`config.mk`:
```
export PLATFORM = sky130hd
export DESIGN_NAME = mpt_top
export DESIGN_NICKNAME = d
export VERILOG_FILES = /design/src/hw/mpt_pkg.sv /design/src/hw/mpt_top.sv
export VERILOG_INCLUDE_DIRS = /design/src /design/src/hw
export SDC_FILE = /design/constraint.sdc
export NUM_CORES = 1
export LEC_CHECK = 0
export BUFFER_PORTS_ARGS = -buffer_cell sky130_fd_sc_hd__buf_2
export CAP_MARGIN = 20
export CORE_MARGIN = 2
export CORE_UTILIZATION = 45
export DETAILED_ROUTE_END_ITERATION = 8
export GPL_ROUTABILITY_DRIVEN = 0
export HOLD_SLACK_MARGIN = 0.05
export SKIP_LAST_GASP = 1
export SLEW_MARGIN = 0
export SYNTH_ARGS = -nofsm -noshare
export SYNTH_HDL_FRONTEND = slang
export SYNTH_SLANG_ARGS = --single-unit
```
`constraint.sdc`:
```
create_clock -name pclk -period 4.2 [get_ports pclk]
set_input_delay 0.42 -clock pclk [delete_from_list [all_inputs] [get_ports pclk]]
set_output_delay 0.42 -clock pclk [all_outputs]
set_load 0.02 [all_outputs]
```
`src/hw/mpt_defs.svh`:
```
`ifndef MPT_DEFS_SVH
`define MPT_DEFS_SVH

// ****************************************
// sizes
// ****************************************
`define MPT_NM 7
`define MPT_CW 32
`define MPT_NCAP 4
`define MPT_AW 8

// ****************************************
// register byte offsets
// ****************************************
`define MPT_OFF_CTRL 8'h00
`define MPT_OFF_COUNT 8'h04
`define MPT_OFF_PRESCALE 8'h08
`define MPT_OFF_PRECOUNT 8'h0C
`define MPT_OFF_MODE 8'h10
`define MPT_OFF_MACT 8'h14
`define MPT_OFF_OUTSEL 8'h18
`define MPT_OFF_RELEASE 8'h1C
`define MPT_OFF_STATUS 8'h20
`define MPT_OFF_MASK 8'h24
`define MPT_OFF_MATCH0 8'h40

// ****************************************
// field positions
// ****************************************
`define MPT_MACT_W 3
`define MPT_OUTSEL_DBL_LSB 1
`define MPT_OUTSEL_OEN_LSB 9

// ****************************************
// reset values
// ****************************************
`define MPT_RST_CTRL 3'h0
`define MPT_RST_MODE 4'h0
`define MPT_RST_WORD 32'h0000_0000
`define MPT_RST_MACT 21'h00_0000
`define MPT_RST_NM 7'h00
`define MPT_RST_OUT 6'h00

`endif

```
`src/hw/mpt_pkg.sv`:
```
`include "mpt_defs.svh"

package mpt_pkg;
   // ****************************************
   // types
   // ****************************************
   typedef enum logic [1:0] {
      MPT_TIMER = 2'h0,
      MPT_RISE = 2'h1,
      MPT_FALL = 2'h2,
      MPT_BOTH = 2'h3
   } mpt_cmode_t;

   typedef struct packed {
      logic pwm_en;
      logic cnt_rst;
      logic cnt_en;
   } mpt_ctrl_t;

   typedef struct packed {
      logic [1:0] cap_sel;
      mpt_cmode_t cmode;
   } mpt_mode_t;

   typedef struct packed {
      logic stop;
      logic rst;
      logic irq;
   } mpt_mact_t;
endpackage

```
`src/hw/mpt_top.sv`:
```
// Behaviour
// RULE1: seven match registers feed up to six single or three double-edge outputs
// RULE2: cycle match register equal to counter resets counter, fixing shared period
// RULE3: single-edge output falls at the count of its own match register
// RULE4: single-edge outputs rise at cycle start unless held constantly low
// RULE5: double-edge output rises on one match, falls on next; either order
// RULE6: each extra output uses one or two more matches, same cycle
// RULE7: written match values wait for release, then apply at cycle start
// RULE8: per match: continue, stop or reset counter, optionally raising interrupt
// RULE9: counter advances on pclk or on edges of a selected capture input
// RULE10: 32-bit counter behind a 32-bit programmable prescaler
// RULE11: period and pulse width are any number of counts
// RULE12: with pulse mode off, block is a plain timer, outputs stay low
// RULE13: cycle match reset returns counter to zero on next prescaled count
`include "mpt_defs.svh"

module mpt_top import mpt_pkg::*; #(
   parameter int CW = `MPT_CW,
   parameter int NM = `MPT_NM
) (
   input wire logic pclk,
   input wire logic presetn,
   input wire logic psel,
   input wire logic penable,
   input wire logic pwrite,
   input wire logic [`MPT_AW-1:0] paddr,
   input wire logic [31:0] pwdata,
   output logic [31:0] prdata,
   output logic pready,
   output logic pslverr,
   input wire logic [`MPT_NCAP-1:0] cap_in,
   output logic [NM-1:1] pwm_out,
   output logic irq
);

   // ****************************************
   // helpers
   // ****************************************
   function automatic logic hit_off(input logic [`MPT_AW-1:0] a, input logic [`MPT_AW-1:0] off);
      hit_off = (a == off);
   endfunction

   // match slot index, or NM when the address is not a match register
   function automatic int match_idx(input logic [`MPT_AW-1:0] a);
      int k;
      k = NM;
      for (int i = 0; i < NM; i++) begin
         if (a == `MPT_OFF_MATCH0 + `MPT_AW'(4 * i)) begin
            k = i;
         end
      end
      match_idx = k;
   endfunction

   // ****************************************
   // state
   // ****************************************
   mpt_ctrl_t ctrl, next_ctrl;
   mpt_mode_t mode, next_mode;
   logic [CW-1:0] tc, next_tc;
   logic [CW-1:0] pr, next_pr;
   logic [CW-1:0] pc, next_pc;
   mpt_mact_t mact [NM];
   mpt_mact_t next_mact [NM];
   logic [CW-1:0] shadow [NM];
   logic [CW-1:0] next_shadow [NM];
   logic [CW-1:0] active [NM];
   logic [CW-1:0] next_active [NM];
   logic [NM-1:1] dbl, next_dbl;
   logic [NM-1:1] oen, next_oen;
   logic [NM-1:0] release_q, next_release;
   logic [NM-1:0] stat, next_stat;
   logic [NM-1:0] mask, next_mask;
   logic cap_q, next_cap_q;
   logic [NM-1:1] next_pwm;
   logic [31:0] next_prdata;
   logic next_pready;
   logic next_pslverr;
   logic next_irq;

   // ****************************************
   // combinational next state
   // ****************************************
   logic acc;
   logic wr;
   logic cap_now;
   logic cnt_evt;
   logic run;
   logic tick;
   logic [NM-1:0] hit;
   logic reset_hit;
   logic stop_hit;
   logic cyc;
   logic setv;
   int mi;

   always_comb begin
      next_ctrl = ctrl;
      next_mode = mode;
      next_pr = pr;
      next_dbl = dbl;
      next_oen = oen;
      next_release = release_q;
      next_mask = mask;
      for (int i = 0; i < NM; i++) begin
         next_mact[i] = mact[i];
         next_shadow[i] = shadow[i];
      end

      // write takes effect only on the completing access edge
      acc = psel & penable & pready;
      wr = acc & pwrite;
      mi = match_idx(paddr);

      // ---- counting source
      cap_now = cap_in[mode.cap_sel];
      next_cap_q = cap_now;
      unique case (mode.cmode)
         MPT_TIMER: cnt_evt = 1'b1; // RULE9
         MPT_RISE: cnt_evt = cap_now & ~cap_q; // RULE9
         MPT_FALL: cnt_evt = ~cap_now & cap_q; // RULE9
         MPT_BOTH: cnt_evt = cap_now ^ cap_q; // RULE9
      endcase
      run = ctrl.cnt_en & ~ctrl.cnt_rst;
      tick = run & cnt_evt & (pc == pr); // RULE10

      // ---- matches against the applied copies
      for (int i = 0; i < NM; i++) begin
         hit[i] = tick & (tc == active[i]); // RULE1 RULE11
      end
      reset_hit = 1'b0;
      stop_hit = 1'b0;
      for (int i = 0; i < NM; i++) begin
         reset_hit = reset_hit | (hit[i] & mact[i].rst); // RULE8
         stop_hit = stop_hit | (hit[i] & mact[i].stop); // RULE8
      end
      cyc = hit[0] & mact[0].rst; // RULE2

      // ---- prescaler and counter
      if (ctrl.cnt_rst) begin
         next_pc = '0;
      end else if (run & cnt_evt) begin
         next_pc = (pc == pr) ? '0 : pc + CW'(1); // RULE10
      end else begin
         next_pc = pc;
      end
      if (ctrl.cnt_rst) begin
         next_tc = '0;
      end else if (tick) begin
         // zero lands on the count after the match: period is match+1
         next_tc = reset_hit ? '0 : tc + CW'(1); // RULE2 RULE13
      end else begin
         next_tc = tc;
      end

      // ---- release of new match values
      for (int i = 0; i < NM; i++) begin
         if (!ctrl.pwm_en) begin
            next_active[i] = shadow[i]; // RULE12
         end else if (release_q[i] & cyc) begin
            next_active[i] = shadow[i]; // RULE7
         end else begin
            next_active[i] = active[i];
         end
      end
      if (ctrl.pwm_en & cyc) begin
         next_release = '0; // RULE7
      end

      // ---- pulse outputs; clear beats set so equal matches give constant low
      for (int n = 1; n < NM; n++) begin
         setv = dbl[n] ? hit[n-1] : hit[0]; // RULE3 RULE4 RULE5 RULE6
         if (!ctrl.pwm_en || !oen[n]) begin
            next_pwm[n] = 1'b0; // RULE12
         end else if (hit[n]) begin
            next_pwm[n] = 1'b0; // RULE3 RULE5
         end else if (setv) begin
            next_pwm[n] = 1'b1; // RULE4 RULE5
         end else begin
            next_pwm[n] = pwm_out[n];
         end
      end

      // ---- register writes
      if (wr) begin
         if (hit_off(paddr, `MPT_OFF_CTRL)) begin
            next_ctrl = mpt_ctrl_t'(pwdata[2:0]);
         end
         if (hit_off(paddr, `MPT_OFF_PRESCALE)) begin
            next_pr = pwdata[CW-1:0];
         end
         if (hit_off(paddr, `MPT_OFF_MODE)) begin
            next_mode = mpt_mode_t'(pwdata[3:0]);
         end
         if (hit_off(paddr, `MPT_OFF_MACT)) begin
            for (int i = 0; i < NM; i++) begin
               next_mact[i] = mpt_mact_t'(pwdata[i*`MPT_MACT_W +: `MPT_MACT_W]);
            end
         end
         if (hit_off(paddr, `MPT_OFF_OUTSEL)) begin
            next_dbl = pwdata[`MPT_OUTSEL_DBL_LSB +: NM-1];
            next_oen = pwdata[`MPT_OUTSEL_OEN_LSB +: NM-1];
         end
         if (hit_off(paddr, `MPT_OFF_RELEASE)) begin
            // software release wins over the cycle-start clear
            next_release = next_release | pwdata[NM-1:0]; // RULE7
         end
         if (hit_off(paddr, `MPT_OFF_MASK)) begin
            next_mask = pwdata[NM-1:0];
         end
         if (mi < NM) begin
            next_shadow[mi] = pwdata[CW-1:0]; // RULE7
         end
      end

      // ---- stop on match clears the enable after any write
      if (stop_hit) begin
         next_ctrl.cnt_en = 1'b0; // RULE8
      end

      // ---- sticky events, set wins over write-one-to-clear
      next_stat = stat;
      if (wr && hit_off(paddr, `MPT_OFF_STATUS)) begin
         next_stat = stat & ~pwdata[NM-1:0];
      end
      for (int i = 0; i < NM; i++) begin
         if (hit[i] & mact[i].irq) begin
            next_stat[i] = 1'b1; // RULE8
         end
      end
      next_irq = |(next_stat & next_mask);

      // ---- apb answer: one wait state, data and error from flops
      next_pready = psel & penable & ~pready;
      next_prdata = 32'h0000_0000;
      next_pslverr = 1'b0;
      if (psel & penable & ~pready) begin
         if (hit_off(paddr, `MPT_OFF_CTRL)) begin
            next_prdata[2:0] = ctrl;
         end else if (hit_off(paddr, `MPT_OFF_COUNT)) begin
            next_prdata[CW-1:0] = tc;
         end else if (hit_off(paddr, `MPT_OFF_PRESCALE)) begin
            next_prdata[CW-1:0] = pr;
         end else if (hit_off(paddr, `MPT_OFF_PRECOUNT)) begin
            next_prdata[CW-1:0] = pc;
         end else if (hit_off(paddr, `MPT_OFF_MODE)) begin
            next_prdata[3:0] = mode;
         end else if (hit_off(paddr, `MPT_OFF_MACT)) begin
            for (int i = 0; i < NM; i++) begin
               next_prdata[i*`MPT_MACT_W +: `MPT_MACT_W] = mact[i];
            end
         end else if (hit_off(paddr, `MPT_OFF_OUTSEL)) begin
            next_prdata[`MPT_OUTSEL_DBL_LSB +: NM-1] = dbl;
            next_prdata[`MPT_OUTSEL_OEN_LSB +: NM-1] = oen;
         end else if (hit_off(paddr, `MPT_OFF_RELEASE)) begin
            next_prdata[NM-1:0] = release_q;
         end else if (hit_off(paddr, `MPT_OFF_STATUS)) begin
            next_prdata[NM-1:0] = stat;
         end else if (hit_off(paddr, `MPT_OFF_MASK)) begin
            next_prdata[NM-1:0] = mask;
         end else if (mi < NM) begin
            // reads show the pending value, not the applied one
            next_prdata[CW-1:0] = shadow[mi];
         end else begin
            next_pslverr = 1'b1;
         end
      end
   end

   // ****************************************
   // registers
   // ****************************************
   always_ff @(posedge pclk or negedge presetn) begin
      if (!presetn) begin
         ctrl <= mpt_ctrl_t'(`MPT_RST_CTRL);
         mode <= mpt_mode_t'(`MPT_RST_MODE);
         tc <= '0;
         pr <= '0;
         pc <= '0;
         for (int i = 0; i < NM; i++) begin
            mact[i] <= '0;
            shadow[i] <= '0;
            active[i] <= '0;
         end
         dbl <= '0;
         oen <= '0;
         release_q <= '0;
         stat <= '0;
         mask <= '0;
         cap_q <= 1'b0;
         pwm_out <= '0;
         prdata <= `MPT_RST_WORD;
         pready <= 1'b0;
         pslverr <= 1'b0;
         irq <= 1'b0;
      end else begin
         ctrl <= next_ctrl;
         mode <= next_mode;
         tc <= next_tc;
         pr <= next_pr;
         pc <= next_pc;
         for (int i = 0; i < NM; i++) begin
            mact[i] <= next_mact[i];
            shadow[i] <= next_shadow[i];
            active[i] <= next_active[i];
         end
         dbl <= next_dbl;
         oen <= next_oen;
         release_q <= next_release;
         stat <= next_stat;
         mask <= next_mask;
         cap_q <= next_cap_q;
         pwm_out <= next_pwm;
         prdata <= next_prdata;
         pready <= next_pready;
         pslverr <= next_pslverr;
         irq <= next_irq;
      end
   end

endmodule

```
After elaboration in Yosys (flattened, before gate mapping)
Index checks and enable logic that the tools add are counted.
{"block": "classes", "n_lt_le_gt_ge": 4, "add_sub_neg": 2, "reduce_logical": 35, "n_mux": 128, "eq_ne": 34, "n_bitwise": 67}
{"cell": "two-way mux 32 bit", "n": 41}
{"cell": "two-way mux 25 bit", "n": 11}
{"cell": "equality test 32 bit", "n": 8}
{"cell": "bitwise mux 224 bit", "n": 1}
{"cell": "binary-select mux 32 bit (select 3 bit)", "n": 1}
{"cell": "demux 32 bit (select 3 bit)", "n": 1}
{"cell": "adder 32 x 1 -> 32 bit (second input constant)", "n": 2}
{"cell": "two-way mux 7 bit", "n": 9}
{"cell": "equality test 8 x 7 -> 1 bit (second input constant)", "n": 7}
{"cell": "two-way mux 1 bit", "n": 47}
{"cell": "AND 1 bit", "n": 45}
{"cell": "equality test 8 x 5 -> 1 bit (second input constant)", "n": 4}
{"cell": "greater-or-equal comparator 32 x 4 -> 1 bit (second input constant)", "n": 1}
{"cell": "less-than comparator 32 x 1 -> 1 bit (second input constant)", "n": 1}
{"cell": "less-than comparator 32 x 4 -> 1 bit (second input constant)", "n": 1}
{"cell": "NOT 32 bit", "n": 1}
{"cell": "two-way mux 29 bit", "n": 1}
{"cell": "two-way mux 28 bit", "n": 1}
{"cell": "two-way mux 21 bit", "n": 1}
{"cell": "two-way mux 3 bit", "n": 6}
{"cell": "nonzero test 3 bit", "n": 6}
{"cell": "two-way mux 17 bit", "n": 1}
{"cell": "equality test 8 x 4 -> 1 bit (second input constant)", "n": 2}
{"cell": "equality test 8 x 6 -> 1 bit (second input constant)", "n": 2}
{"cell": "25 further kinds", "n": 69}
{"block": "totals", "register_bits": 647, "word_cells": 329, "inputBits": 49, "out_inout_bits": 41}

Depth between registers and ports, before layout
Gate-level depths: netlist of the first run.
{"block": "logic_depth", "word_depth": 43, "ltp_mapped": 13, "mapped_depth_nobuf": 11}

Worst setup path before layout of the first run
Ideal clock, no wire load.
{"block": "synth_path", "path_type": "input -> register", "from": "input port cap_in[3]", "to": "register active[100] (netlist name)", "slack_ns": 1.042, "cell_stages": 11, "arrival_time_ns": 3.033, "path_buffers": 2, "t_required_ns": 4.075, "setup_time_ns": 0.125, "cell_sequence": "mux4_2 -> ha_1 -> nand2b_1 -> a311oi_1 -> and2b_1 -> and3_1 -> buf_2 -> nand3_1 -> nand2_1 -> buf_2 -> mux2_2"}
{"block": "synth_between", "elab_chain_cells": 11, "word_cells_on_any_way": 13, "cone_classes": "eq/ne (1); mux (3); bitwise (9)"}
{"element": "start, declared", "line": "mpt_top.sv:31", "text": "input wire logic [`MPT_NCAP-1:0] cap_in,"}
{"element": "binary-select mux 1 bit (select 2 bit) *", "line": "mpt_top.sv:116", "text": "cap_now = cap_in[mode.cap_sel];"}
{"element": "two-way mux 1 bit (not written as such) *", "line": "mpt_top.sv:116"}
{"element": "NOT 1 bit", "line": "mpt_top.sv:121", "text": "MPT_FALL: cnt_evt = ~cap_now & cap_q;"}
{"element": "AND 1 bit", "line": "mpt_top.sv:121"}
{"element": "case mux 1 bit (4 select lines) *", "line": "mpt_top.sv:118", "text": "unique case (mode.cmode)"}
{"element": "AND 1 bit * (2 in series)", "line": "mpt_top.sv:125", "text": "tick = run & cnt_evt & (pc == pr);"}
{"element": "AND 1 bit *", "line": "mpt_top.sv:129", "text": "hit[i] = tick & (tc == active[i]);"}
{"element": "AND 1 bit *", "line": "mpt_top.sv:137", "text": "cyc = hit[0] & mact[0].rst;"}
{"element": "AND 1 bit *", "line": "mpt_top.sv:160", "text": "end else if (release_q[i] & cyc) begin"}
{"element": "inequality test 2 x 1 -> 1 bit (no source line) *"}
{"element": "end signal, assigned by index", "line": "mpt_top.sv:305", "text": "active[i] <= next_active[i];"}
{"element": "end, declared", "line": "mpt_top.sv:67", "text": "logic [CW-1:0] active [NM];"}
Every way passes the cells marked *; elsewhere a longest branch is shown, timed or not. The select of a mux whose other input is x is not followed.
A chain may end at the register's enable or synchronous reset.

Worst setup path after layout of the first run
{"block": "layout_path", "from": "register mode[2] (netlist name)", "to": "register irq"}
{"block": "layout_between", "elab_chain_cells": 12, "word_cells_on_any_way": 32, "cone_classes": "mux (10); bitwise (21); reduce/logical (1)"}
{"element": "start, declared", "line": "mpt_top.sv:59", "text": "mpt_mode_t mode, next_mode;"}
{"element": "start signal, assigned", "line": "mpt_top.sv:276", "text": "mode <= mpt_mode_t'(`MPT_RST_MODE);"}
{"element": "start signal, assigned", "line": "mpt_top.sv:298", "text": "mode <= next_mode;"}
{"element": "binary-select mux 1 bit (select 2 bit) *", "line": "mpt_top.sv:116"}
{"element": "two-way mux 1 bit (not written as such) *", "line": "mpt_top.sv:116"}
{"element": "via cap_now", "line": "mpt_top.sv:86", "text": "logic cap_now;"}
{"element": "NOT 1 bit", "line": "mpt_top.sv:121"}
{"element": "AND 1 bit", "line": "mpt_top.sv:121"}
{"element": "case mux 1 bit (4 select lines) *", "line": "mpt_top.sv:118"}
{"element": "AND 1 bit * (2 in series)", "line": "mpt_top.sv:125"}
{"element": "AND 1 bit", "line": "mpt_top.sv:129"}
{"element": "AND 1 bit", "line": "mpt_top.sv:227", "text": "if (hit[i] & mact[i].irq) begin"}
{"element": "two-way mux 1 bit", "line": "mpt_top.sv:227"}
{"element": "AND 7 bit *", "line": "mpt_top.sv:231", "text": "next_irq = |(next_stat & next_mask);"}
{"element": "OR reduction 7 bit *", "line": "mpt_top.sv:231"}
{"element": "via next_irq", "line": "mpt_top.sv:79", "text": "logic next_irq;"}
{"element": "end signal, assigned", "line": "mpt_top.sv:317", "text": "irq <= next_irq;"}
{"element": "end, declared", "line": "mpt_top.sv:33", "text": "output logic irq"}
The timed path passes the listed nets; every way through them passes the cells marked *. The select of a mux whose other input is x is not followed.

==> results.md, run 1 <==
* Die height at 267.4 um
* Die ar. at 71520 um2
* WP data required at 4720 ps
* Critical-path top delay cell: mux4_2
* TritonCTS buffer count at 71
* Endpoints failing hold at 0
* TNS Setup at 0 ps
* Clk_skew at 33.72 ps
* Post-synth EDFFs at 0
* Post-Syn Instances at 2637
* R2R depth at 12
* Status: completed
* RSZ-0062 raised after global routing: no
* TritonCTS clock tree: done
* Drt total wl at 109.8 mm
* Yosys top cell by area: dfrtp_1
* # setup viols final at 0
* Synth top area share at 0.5185
* Diodes inserted at 0
* CTS Buffer Depth at 3
* Leakage at 17.48 nW
* Row count at 96
* Capturing point of the worst reg2reg path: irq
* Slowest Stage Delay on Critical Path at 550 ps
* Yosys warns at 0
* Dpl ws at 300.9 ps
* Root Buffer Master: clkbuf_16
* Count leader, synth: dfrtp_1
* Main synth FF type: dfrtp_1
* Hold Path Cell Cnt at 3
* Clock-pin slew on the worst setup and hold paths at 60 ps
* Flops & latches, synth at 647
* Launching point of the worst reg2reg path: mode[2]
* # Post-CTS Setup Buffers at 0
* Fmax at 254.8 MHz
* First-pass DRT Iterations at 8
* Pwr Density at 392.9 nW/um2
* GRT overflow at 0
* First-pass GRT wire length at 160.9 mm
* Share of layout cells above drive strength 1 at 0.3184
* Sequential area share after synthesis at 0.5185
* Vias in the first global route at 23330
* Avg Cell Area, Syn at 11.84 um2
* Buffers on Ports at 89
* Area delta synth->final at 13.82%
* Max VDD drop at 0.2302 mV
* Residual DRC at 0
* Period minus WS final at 3924 ps
* Hold Crit Start: penable
* Max-cap violations at 0
* Initial Util at 0.4545
* Insertion delay to the later sink of the worst-skew pair at 630 ps
* # nets final at 2774
* Slew Viols, Final at 0
* Final Worst Setup Slack at 276.1 ps
* Worst Hold Class: in -> reg
* Relative slew margins at 0.2365
* Area contributors post-synth: dfrtp_1 52%, mux2_2 19%, xnor2_1 4.7%
* Via density at 6.209
* Die span in x at 267.4 um
* Synth Net Count at 2690
* H-tree depth at 3
* Hold EP: pready
* Post-synthesis cell type count at 73
* CP Cell Sequence: mux4_2 > ha_1 > nand2b_1 > a311oi_1 > buf_4 > and2b_1 > and3_1 > buf_4 > and3_1 > nand2_1 > o22a_1 > nand4_1
* # clock sinks at 647
* Antenna violations before repair at 3
* Drt first-iter violations at 2797
* Period utilisation layout at 0.9343
* Ports at 90
* Total routing usage reported by global routing at 0.3100
* Crit end category: flop
* Drt wl/cell at 29.65 um
* Post-DRT Antenna Nets at 0
* Crit-path max FO at 13
* DPL Wire Length at 79.98 mm
* R2R setup slack at 280 ps
* Filler cells at 6013
* Setup crit start kind: flop
* Vias at 23000
* Most frequent cells after synthesis: 647 x dfrtp_1, 537 x mux2_2, 168 x xnor2_1
* Post-synth ARST share at 1.000
* Worst Max-Slew Pin Slew at 1142 ps
* Post-Syn Area at 31230 um2
* Post-layout util at 0.5173
* WS Path Type: reg -> reg
* CP arrival at 4450 ps
* Largest net degree at the start of global routing at 97
* Floorplan Core Area at 68710 um2
-- how the worst max path moves through the flow --
| stage | from | slack (ps) | end | cells past startpoint |
|---|---|---|---|---|
| 6_report | mode[2] | 280 | irq | 12 |
| 5_1_grt | mode[2] | 250 | irq | 12 |
| 4_1_cts | mode[2] | 350 | irq | 12 |
| 3_5_place_dp | cap_in[3] | 300 | irq | 13 |
| 3_3_place_gp | cap_in[3] | 300 | irq | 13 |
| 2_1_floorplan | cap_in[3] | 1040 | active[100] | 11 |
-- flip-flops by register name (all words and copies together) (netlist names), 7 cells and up --
name       count
active       224
mact          21
mask           7
pc            32
pr            32
prdata        32
release_q      7
shadow       224
stat           7
tc            32
-- repair_timing --
item / in CTS / in global routing
setup endpoints to repair: 0 / 0
hold buffers: 1 / 0
resized for setup: 0 / 0
endpoints found under the hold margin: 81 / 0
-- per-layer routing --
metal,vias to the layer above,wire (um),GRT usage
li1,9649,-,-
met5,-,12,0
met2,1166,48700,0.4686
met1,11910,45470,0.4203
met3,267,9578,0.06657
met4,2,6049,0.1605
-- cell type report --
class | instances | area, um2 | share of cell area
Multi-Input combinational cell | 1788 | 14220 | 0.4001
Clock inverter | 15 | 197.7 | 0.005562
Tap cell | 931 | 1165 | 0.03277
Inverter | 20 | 75.07 | 0.002112
Sequential cell | 647 | 16190 | 0.4555
Clock buffer | 110 | 2280 | 0.06414
Timing Repair Buffer | 193 | 1416 | 0.03985
-- critical path, delay by kind of cell (launching register included) --
family | cells | cell delay [ps]
fa+ha+maj | 1 | 290
mux | 1 | 550
compound gates | 2 | 710
flops | 1 | 400
buf+inv | 2 | 520
simple gates | 6 | 1370
-- layout by cell type, fill, tap and decap left out, types with 46 or more instances in the layout --
master / synthesis / layout
o21ai_0: 61 / 61
xor2_1: 106 / 106
dfrtp_1: 647 / 647
clkbuf_16: 0 / 76
nor4_1: 47 / 46
nor2_1: 130 / 126
a21oi_1: 123 / 122
nand4_1: 65 / 65
mux2_2: 537 / 537
nand2_1: 140 / 133
buf_4: 2 / 90
nand3_1: 51 / 51
buf_2: 104 / 87
o22ai_1: 51 / 51
xnor2_1: 168 / 168
-- report_power, final --
part	leakage, nW	total, W	internal, W	switching, W
Clock	1.22	0.00661	0.00397	0.00263
Sequential	8.93	0.00654	0.00634	0.000194
Combinational	7.33	0.000823	0.000265	0.000558
-- through the flow --
step                hold slack, ps  total power, W  cell area (um2)  cells
finish                       169.7         0.01396            35540   3704
global route                 187.5         0.01437            35540   3704
CTS                          143.0         0.01403            35540   3704
detailed placement           480.3        0.007454            33060   3578
global placement             478.9        0.007435            33060   3578
floorplan                    124.4        0.006977            31230   2637
-- kinds of logic (layout without fill, tap and decap cells) --
family,count (synthesis),count (layout),share of synthesized area
buffers and inverters,202,338,0.02869
adders and majority gates,4,4,0.001603
AOI/OAI and AO/OA,365,365,0.07453
muxes,571,571,0.2062
DFF,647,647,0.5185
and+or+nand+nor,574,574,0.09368
xor gates and xnor gates,274,274,0.07685
Power figures use the tool's default switching activity.
==> run 2: changes to the inputs <==
- CAP_MARGIN: 20 -> unset
- GPL_TIMING_DRIVEN: unset -> 0
==> run 2 against run 1 <==
Effect of this change: cell count increased by 1.9%; clock power decreased by 5.7%; critical endpoint is now tc[3]; sequential share of layout area up 0.37 points; largest power group is now registers; clock skew is 3.8 ps lower; critical path type unchanged.
==> results.md, run 2 (same netlist as run 1, synthesis figures left out) <==
* Filler cells at 6111 (+1.6%)
* R2R setup slack at 60 ps (-210 ps)
* DPL Wire Length at 88.18 mm (+10%)
* Most frequent cells in the layout: 647 x dfrtp_1, 537 x mux2_2, 181 x buf_2, 168 x xnor2_1, 138 x nand2_1
* Crit-path max FO at 10 (-3)
* Via density at 6.158 (-0.82%)
* Crit. Startpoint: mode[2]
* Endpoints failing hold at 0 (unchanged)
* Vias at 23250 (+1.1%)
* Residual DRC at 0 (unchanged)
* Row count at 96 (unchanged)
* Cell count after placement at 3651 (+2.0%)
* Fmax at 241.6 MHz (-5.2%)
* Antenna violations before repair at 2 (-1)
* Insertion delay to the later sink of the worst-skew pair at 630 ps (about the same)
* Vias in the first global route at 23110 (-0.95%)
* Status: completed
* Max VDD drop at 0.2483 mV (+7.9%)
* Worst Max-Slew Pin Slew at 1475 ps (+332.6 ps)
* Drt first-iter violations at 3544 (+27%)
* WS Path Type: reg -> reg
* Area delta synth->final at 12.91%
* Max-cap violations at 0 (unchanged)
* Pwr Density at 385.6 nW/um2 (-1.9%)
* Biggest regs: active: 224 flops, shadow: 224 flops
* Slew Viols, Final at 0 (unchanged)
* Die ar. at 71520 um2 (unchanged)
* Period utilisation layout at 0.9853 (+0.05106)
* Share of layout cells above drive strength 1 at 0.3044 (-0.01406)
* Post-DRT Antenna Nets at 0 (unchanged)
* # clock sinks at 647 (unchanged)
* Hold Path Cell Cnt at 3 (unchanged)
* Largest net degree at the start of global routing at 129 (+33%)
* Layout Cells excl Fill at 3775 (+1.9%)
* Drt total wl at 113.2 mm (+3.0%)
* CP arrival at 4670 ps (+220 ps)
* Launching point of the worst reg2reg path: mode[2]
* # setup viols final at 0 (unchanged)
* Clk_skew at 29.88 ps (-3.841 ps)
* Clock-pin slew on the worst setup and hold paths at 70 ps (about the same)
* Ports at 90 (unchanged)
* Buffers on Ports at 78 (-12%)
* Setup crit start kind: flop
* R2R depth at 12 (unchanged)
* Post-layout util at 0.5132 (-0.004152)
* H-tree depth at 3 (unchanged)
* Leading cell type in the layout, fill and taps excluded: dfrtp_1
* Leakage at 17.40 nW (-0.48%)
* WP data required at 4730 ps (about the same)
* Die span in x at 267.4 um (unchanged)
* Crit end category: flop
* GRT overflow at 0 (unchanged)
* TritonCTS clock tree: done
* # nets final at 2849 (+2.7%)
* First-pass DRT Iterations at 6 (-2)
* Period minus WS final at 4138 ps (+214.5 ps)
* Drt wl/cell at 29.97 um (+1.1%)
* Initial Util at 0.4545 (unchanged)
* Worst Hold Class: in -> reg
* Floorplan Core Area at 68710 um2 (unchanged)
* TritonCTS buffer count at 72 (+1.4%)
* Worst Setup EP: tc[3]
* Relative slew margins at 0.01298 (-0.2235)
* Die height at 267.4 um (unchanged)
* Total routing usage reported by global routing at 0.3165 (+0.006541)
* RSZ-0062 raised after global routing: yes
* Root Buffer Master: clkbuf_16
* First-pass GRT wire length at 161.0 mm (about the same)
* CTS Buffer Depth at 3 (unchanged)
* Capturing point of the worst reg2reg path: tc[3]
[run 2: cell types whose count changed in the layout (fill, tap and decap cells not counted), sizes merged]
| cell | change |
|---|---|
| inv | +3 |
| diode | +2 |
| clkinvlp | -2 |
| bufinv | -2 |
| clkinv | +8 |
| clkbuf | +46 |
| buf | +16 |
[run 2: worst min path at each step]
stage / start / to / slack, ps
finish: penable / pready / 160
global route: penable / pready / 170
CTS: penable / pready / 140
detailed placement: pwm_out[6] / pwm_out[6] / 490
global placement: pwm_out[4] / pwm_out[4] / 470
floorplan: presetn / active[0] / 120
[run 2: repair_timing]
action / CTS / global route
gates resized for setup: 2 / 3
hold endpoints to repair: 109 / 0
setup endpoints to repair: 219 / 67
setup buffers: 0 / 0
hold buffers: 1 / 0
[run 2: where the power goes]
group | leakage (nW) | switching [W] | total [W] | internal, W
Clock | 1.13 | 0.00265 | 0.00623 | 0.00358
Sequential | 8.93 | 0.000165 | 0.00651 | 0.00634
Combinational | 7.33 | 0.000594 | 0.000859 | 0.000264
Total | 17.4 | 0.00341 | 0.0136 | 0.0102
[run 2: layer usage]
| layer | vias up | wire length, um | GRT usage | part of all wire |
|---|---|---|---|---|
| met5 | - | 13 | 0 | 0.00011 |
| met4 | 2 | 6748 | 0.1714 | 0.060 |
| met3 | 283 | 9025 | 0.05416 | 0.080 |
| met2 | 1231 | 50410 | 0.4841 | 0.45 |
| met1 | 11940 | 46960 | 0.4304 | 0.41 |
| li1 | 9792 | - | - | - |
[run 2: per-stage QoR]
stage | worst slack (ps) | area [um2] | power [W] | hold WS, ps | TNS, ps
finish | 61.61 | 35260 | 0.01360 | 157.4 | 0
global route | -16.85 | 35250 | 0.01399 | 174.8 | -16.85
CTS | 84.05 | 35240 | 0.01361 | 142.3 | 0
detailed placement | -425.1 | 32950 | 0.007450 | 486.0 | -66260
global placement | -10590 | 32780 | 0.007416 | 474.9 | -6859540
floorplan | 1042 | 31230 | 0.006977 | 124.4 | 0
[run 2: layout make-up]
type,instances,area (um2),share of cell area
Tap cell,931,1165,0.03304
Antenna cell,2,5.005,0.0001419
Timing Repair Buffer,85,553.0,0.01568
Sequential cell,647,16190,0.4592
Multi-Input combinational cell,1788,14190,0.4024
Inverter,20,75.07,0.002129
Clock inverter,22,181.4,0.005145
Buffer,182,820.8,0.02328
Clock buffer,98,2081,0.05901
[run 2: worst max-delay path: stages, from the launching register on]
cell,delay (ps)
dfrtp_1,410
mux4_2,560
ha_1,290
nand2b_1,170
a311oi_4,460
and2b_1,220
nand3_1,290
a211oi_1,290
and4b_1,420
buf_2,320
buf_2,290
o21ai_0,140
nand2_1,170
==> run 3: changes to the inputs <==
- RECOVER_POWER: unset -> 50
==> run 3 against run 2 <==
Effect of this change: the flow now finishes with violations (max-capacitance violations, max-slew violations); register-to-register slack worse by 20 ps; non-clock buffer count stayed put; via count is 0.39% lower; hold slack better by 2.4 ps; utilization is 0.17 points lower; worst setup slack worse by 21 ps; sequential cell count stayed put; combinational power is 1% lower; critical path depth is 1 lower; cell area is 0.33% lower; cell count hardly changed; first-iteration DRC count is 5.4% lower; largest cell class unchanged; highest routed layer unchanged.
==> results.md, run 3 (same netlist as run 1, synthesis figures left out) <==
* Relative slew margins at -0.1384 (-0.1514)
* Dpl ws at -425.1 ps (unchanged)
* Final Hold Slack at 159.8 ps (+2.446 ps)
* TritonCTS buffer count at 72 (unchanged)
* TritonCTS clock tree: done
* Initial Util at 0.4545 (unchanged)
* # Post-CTS Setup Buffers at 0 (unchanged)
* Floorplan Core Area at 68710 um2 (unchanged)
* Residual DRC at 0 (unchanged)
* # nets final at 2849 (unchanged)
* Drt wl/cell at 29.89 um (-0.29%)
* CTS Buffer Depth at 3 (unchanged)
* Antenna violations before repair at 3 (+1)
* Area after DPL at 32950 um2 (unchanged)
* Post-DRT Antenna Nets at 0 (unchanged)
* Slowest Stage Delay on Critical Path at 1130 ps (+570 ps)
* WS Path Type: reg -> reg
* Worst Hold Class: in -> reg
* Critical-path top delay cell: nor4_1
* Max VDD drop at 0.2479 mV (-0.16%)
* WP buf/inv at 4 (+2)
* Area delta synth->final at 12.54%
* CP Depth at 11 (-1)
* R2R depth at 11 (-1)
* Slew Viols, Final at 238 (+238)
* Crit-path max FO at 10 (unchanged)
* Biggest regs: active: 224 flops, shadow: 224 flops
* Leading cell type in the layout, fill and taps excluded: dfrtp_1
* Buffers on Ports at 78 (unchanged)
* Total routing usage reported by global routing at 0.3165 (unchanged)
* Status: finished with violations
* Setup crit start kind: flop
* Via density at 6.136 (-0.36%)
* Vias at 23160 (-0.39%)
* Largest net degree at the start of global routing at 129 (unchanged)
* WP data required at 4670 ps (-60 ps)
* RSZ-0062 raised after global routing: yes
* H-tree depth at 3 (unchanged)
* Leakage at 17.17 nW (-1.3%)
* Period utilisation layout at 0.9904 (+0.005036)
* Drt total wl at 112.8 mm (-0.31%)
* Hold Path Cell Cnt at 3 (unchanged)
* Crit path max-delay family: simple AND/OR/NAND/NOR gates
* Endpoints failing hold at 0 (unchanged)
* Power, Total at 0.01357 W (-0.18%)
* Crit end category: flop
* # setup viols final at 0 (unchanged)
* # clock sinks at 647 (unchanged)
* Final Worst Setup Slack at 40.46 ps (-21.15 ps)
* Period minus WS final at 4160 ps (+21.15 ps)
* Ports at 90 (unchanged)
* CP Cell Sequence: clkbuf_1 > buf_2 > xnor2_1 > nand4_1 > nor4_1 > nand3_1 > and4b_1 > buf_2 > buf_2 > o21ai_0 > nand2_1
* First-pass DRT Iterations at 6 (unchanged)
* Insertion delay to the later sink of the worst-skew pair at 630 ps (about the same)
* Die height at 267.4 um (unchanged)
* GRT overflow at 0 (unchanged)
* Most frequent cells in the layout: 647 x dfrtp_1, 531 x mux2_2, 168 x xnor2_1, 139 x nand2_1, 134 x buf_2
* Max-cap violations at 3 (+3)
* First-pass GRT wire length at 161.0 mm (unchanged)
* Clk_skew at 27.30 ps (-2.573 ps)
* Fin area at 35140 um2 (-0.33%)
* DPL Wire Length at 88.18 mm (unchanged)
* Pwr Density at 386.2 nW/um2 (+0.15%)
* Row count at 96 (unchanged)
* Drt first-iter violations at 3351 (-5.4%)
* Die span in x at 267.4 um (unchanged)
* Worst path most repeated cell: buf_2
* Worst Max-Slew Pin Slew at 1708 ps (+232.5 ps)
* Fmax at 240.4 MHz (-0.51%)
* Clock-pin slew on the worst setup and hold paths at 60 ps (about the same)
* Vias in the first global route at 23110 (unchanged)
* Die ar. at 71520 um2 (unchanged)
* Share of layout cells above drive strength 1 at 0.2850 (-0.01935)
* CP arrival at 4630 ps (-40 ps)
* Root Buffer Master: clkbuf_16
* Post-layout util at 0.5115 (-0.001676)
* Failing checks: max-capacitance violations, max-slew violations
## run 3: cell types whose count changed in the layout (fill, tap and decap cells not counted), sizes merged
cell	before	now
buf	208	155
clkbuf	156	209
diode	2	1
## run 3: tightest hold or removal path: cells and delay by family
kind	cells	cell delay [ps]
buf+inv	1	110
simple gates	2	180
## run 3: stage by stage
stage,TNS (ps),cells
6_report,0,3774
5_1_grt,-16.85,3773
4_1_cts,0,3772
3_5_place_dp,-66260,3651
3_3_place_gp,-6859540,3646
2_1_floorplan,0,2637
## run 3: power breakdown
part / internal (W) / switching (W)
logic: 0.000259 / 0.000589
clock network: 0.00358 / 0.00264
registers: 0.00634 / 0.000165
total: 0.0102 / 0.00339
## run 3: routing by layer
layer,GRT usage,up-vias,part of all wire
met3,0.05416,279,0.080
met4,0.1714,2,0.060
met1,0.4304,11890,0.41
met2,0.4841,1207,0.45
li1,-,9782,-
met5,0,-,0.00012
## run 3: final timing paths
check	startpoint	end	slack (ps)
worst max-delay path	tc[16]	tc[3]	40
worst min-delay path	penable	pready	160
worst max register to register	tc[16]	tc[3]	40
worst min register to register	pwm_out[6]	pwm_out[6]	500
max in group asynchronous	presetn	shadow[151]	790
min in group asynchronous	presetn	mode[3]	430
## run 3: layout make-up
type | instances | area (um2)
Fill cell | 6148 | 33560
Clock inverter | 22 | 181.4
Antenna cell | 1 | 2.502
Tap cell | 931 | 1165
Multi-Input combinational cell | 1788 | 14170
Clock buffer | 98 | 2081
Sequential cell | 647 | 16190
Inverter | 20 | 75.07
Timing Repair Buffer | 85 | 460.4
Buffer | 182 | 814.5
## run 3: repair_timing
action,CTS,global route
gates cloned,0,0
setup endpoints to repair,219,67
gates resized for setup,2,3
hold endpoints to repair,109,0
hold buffers,1,0
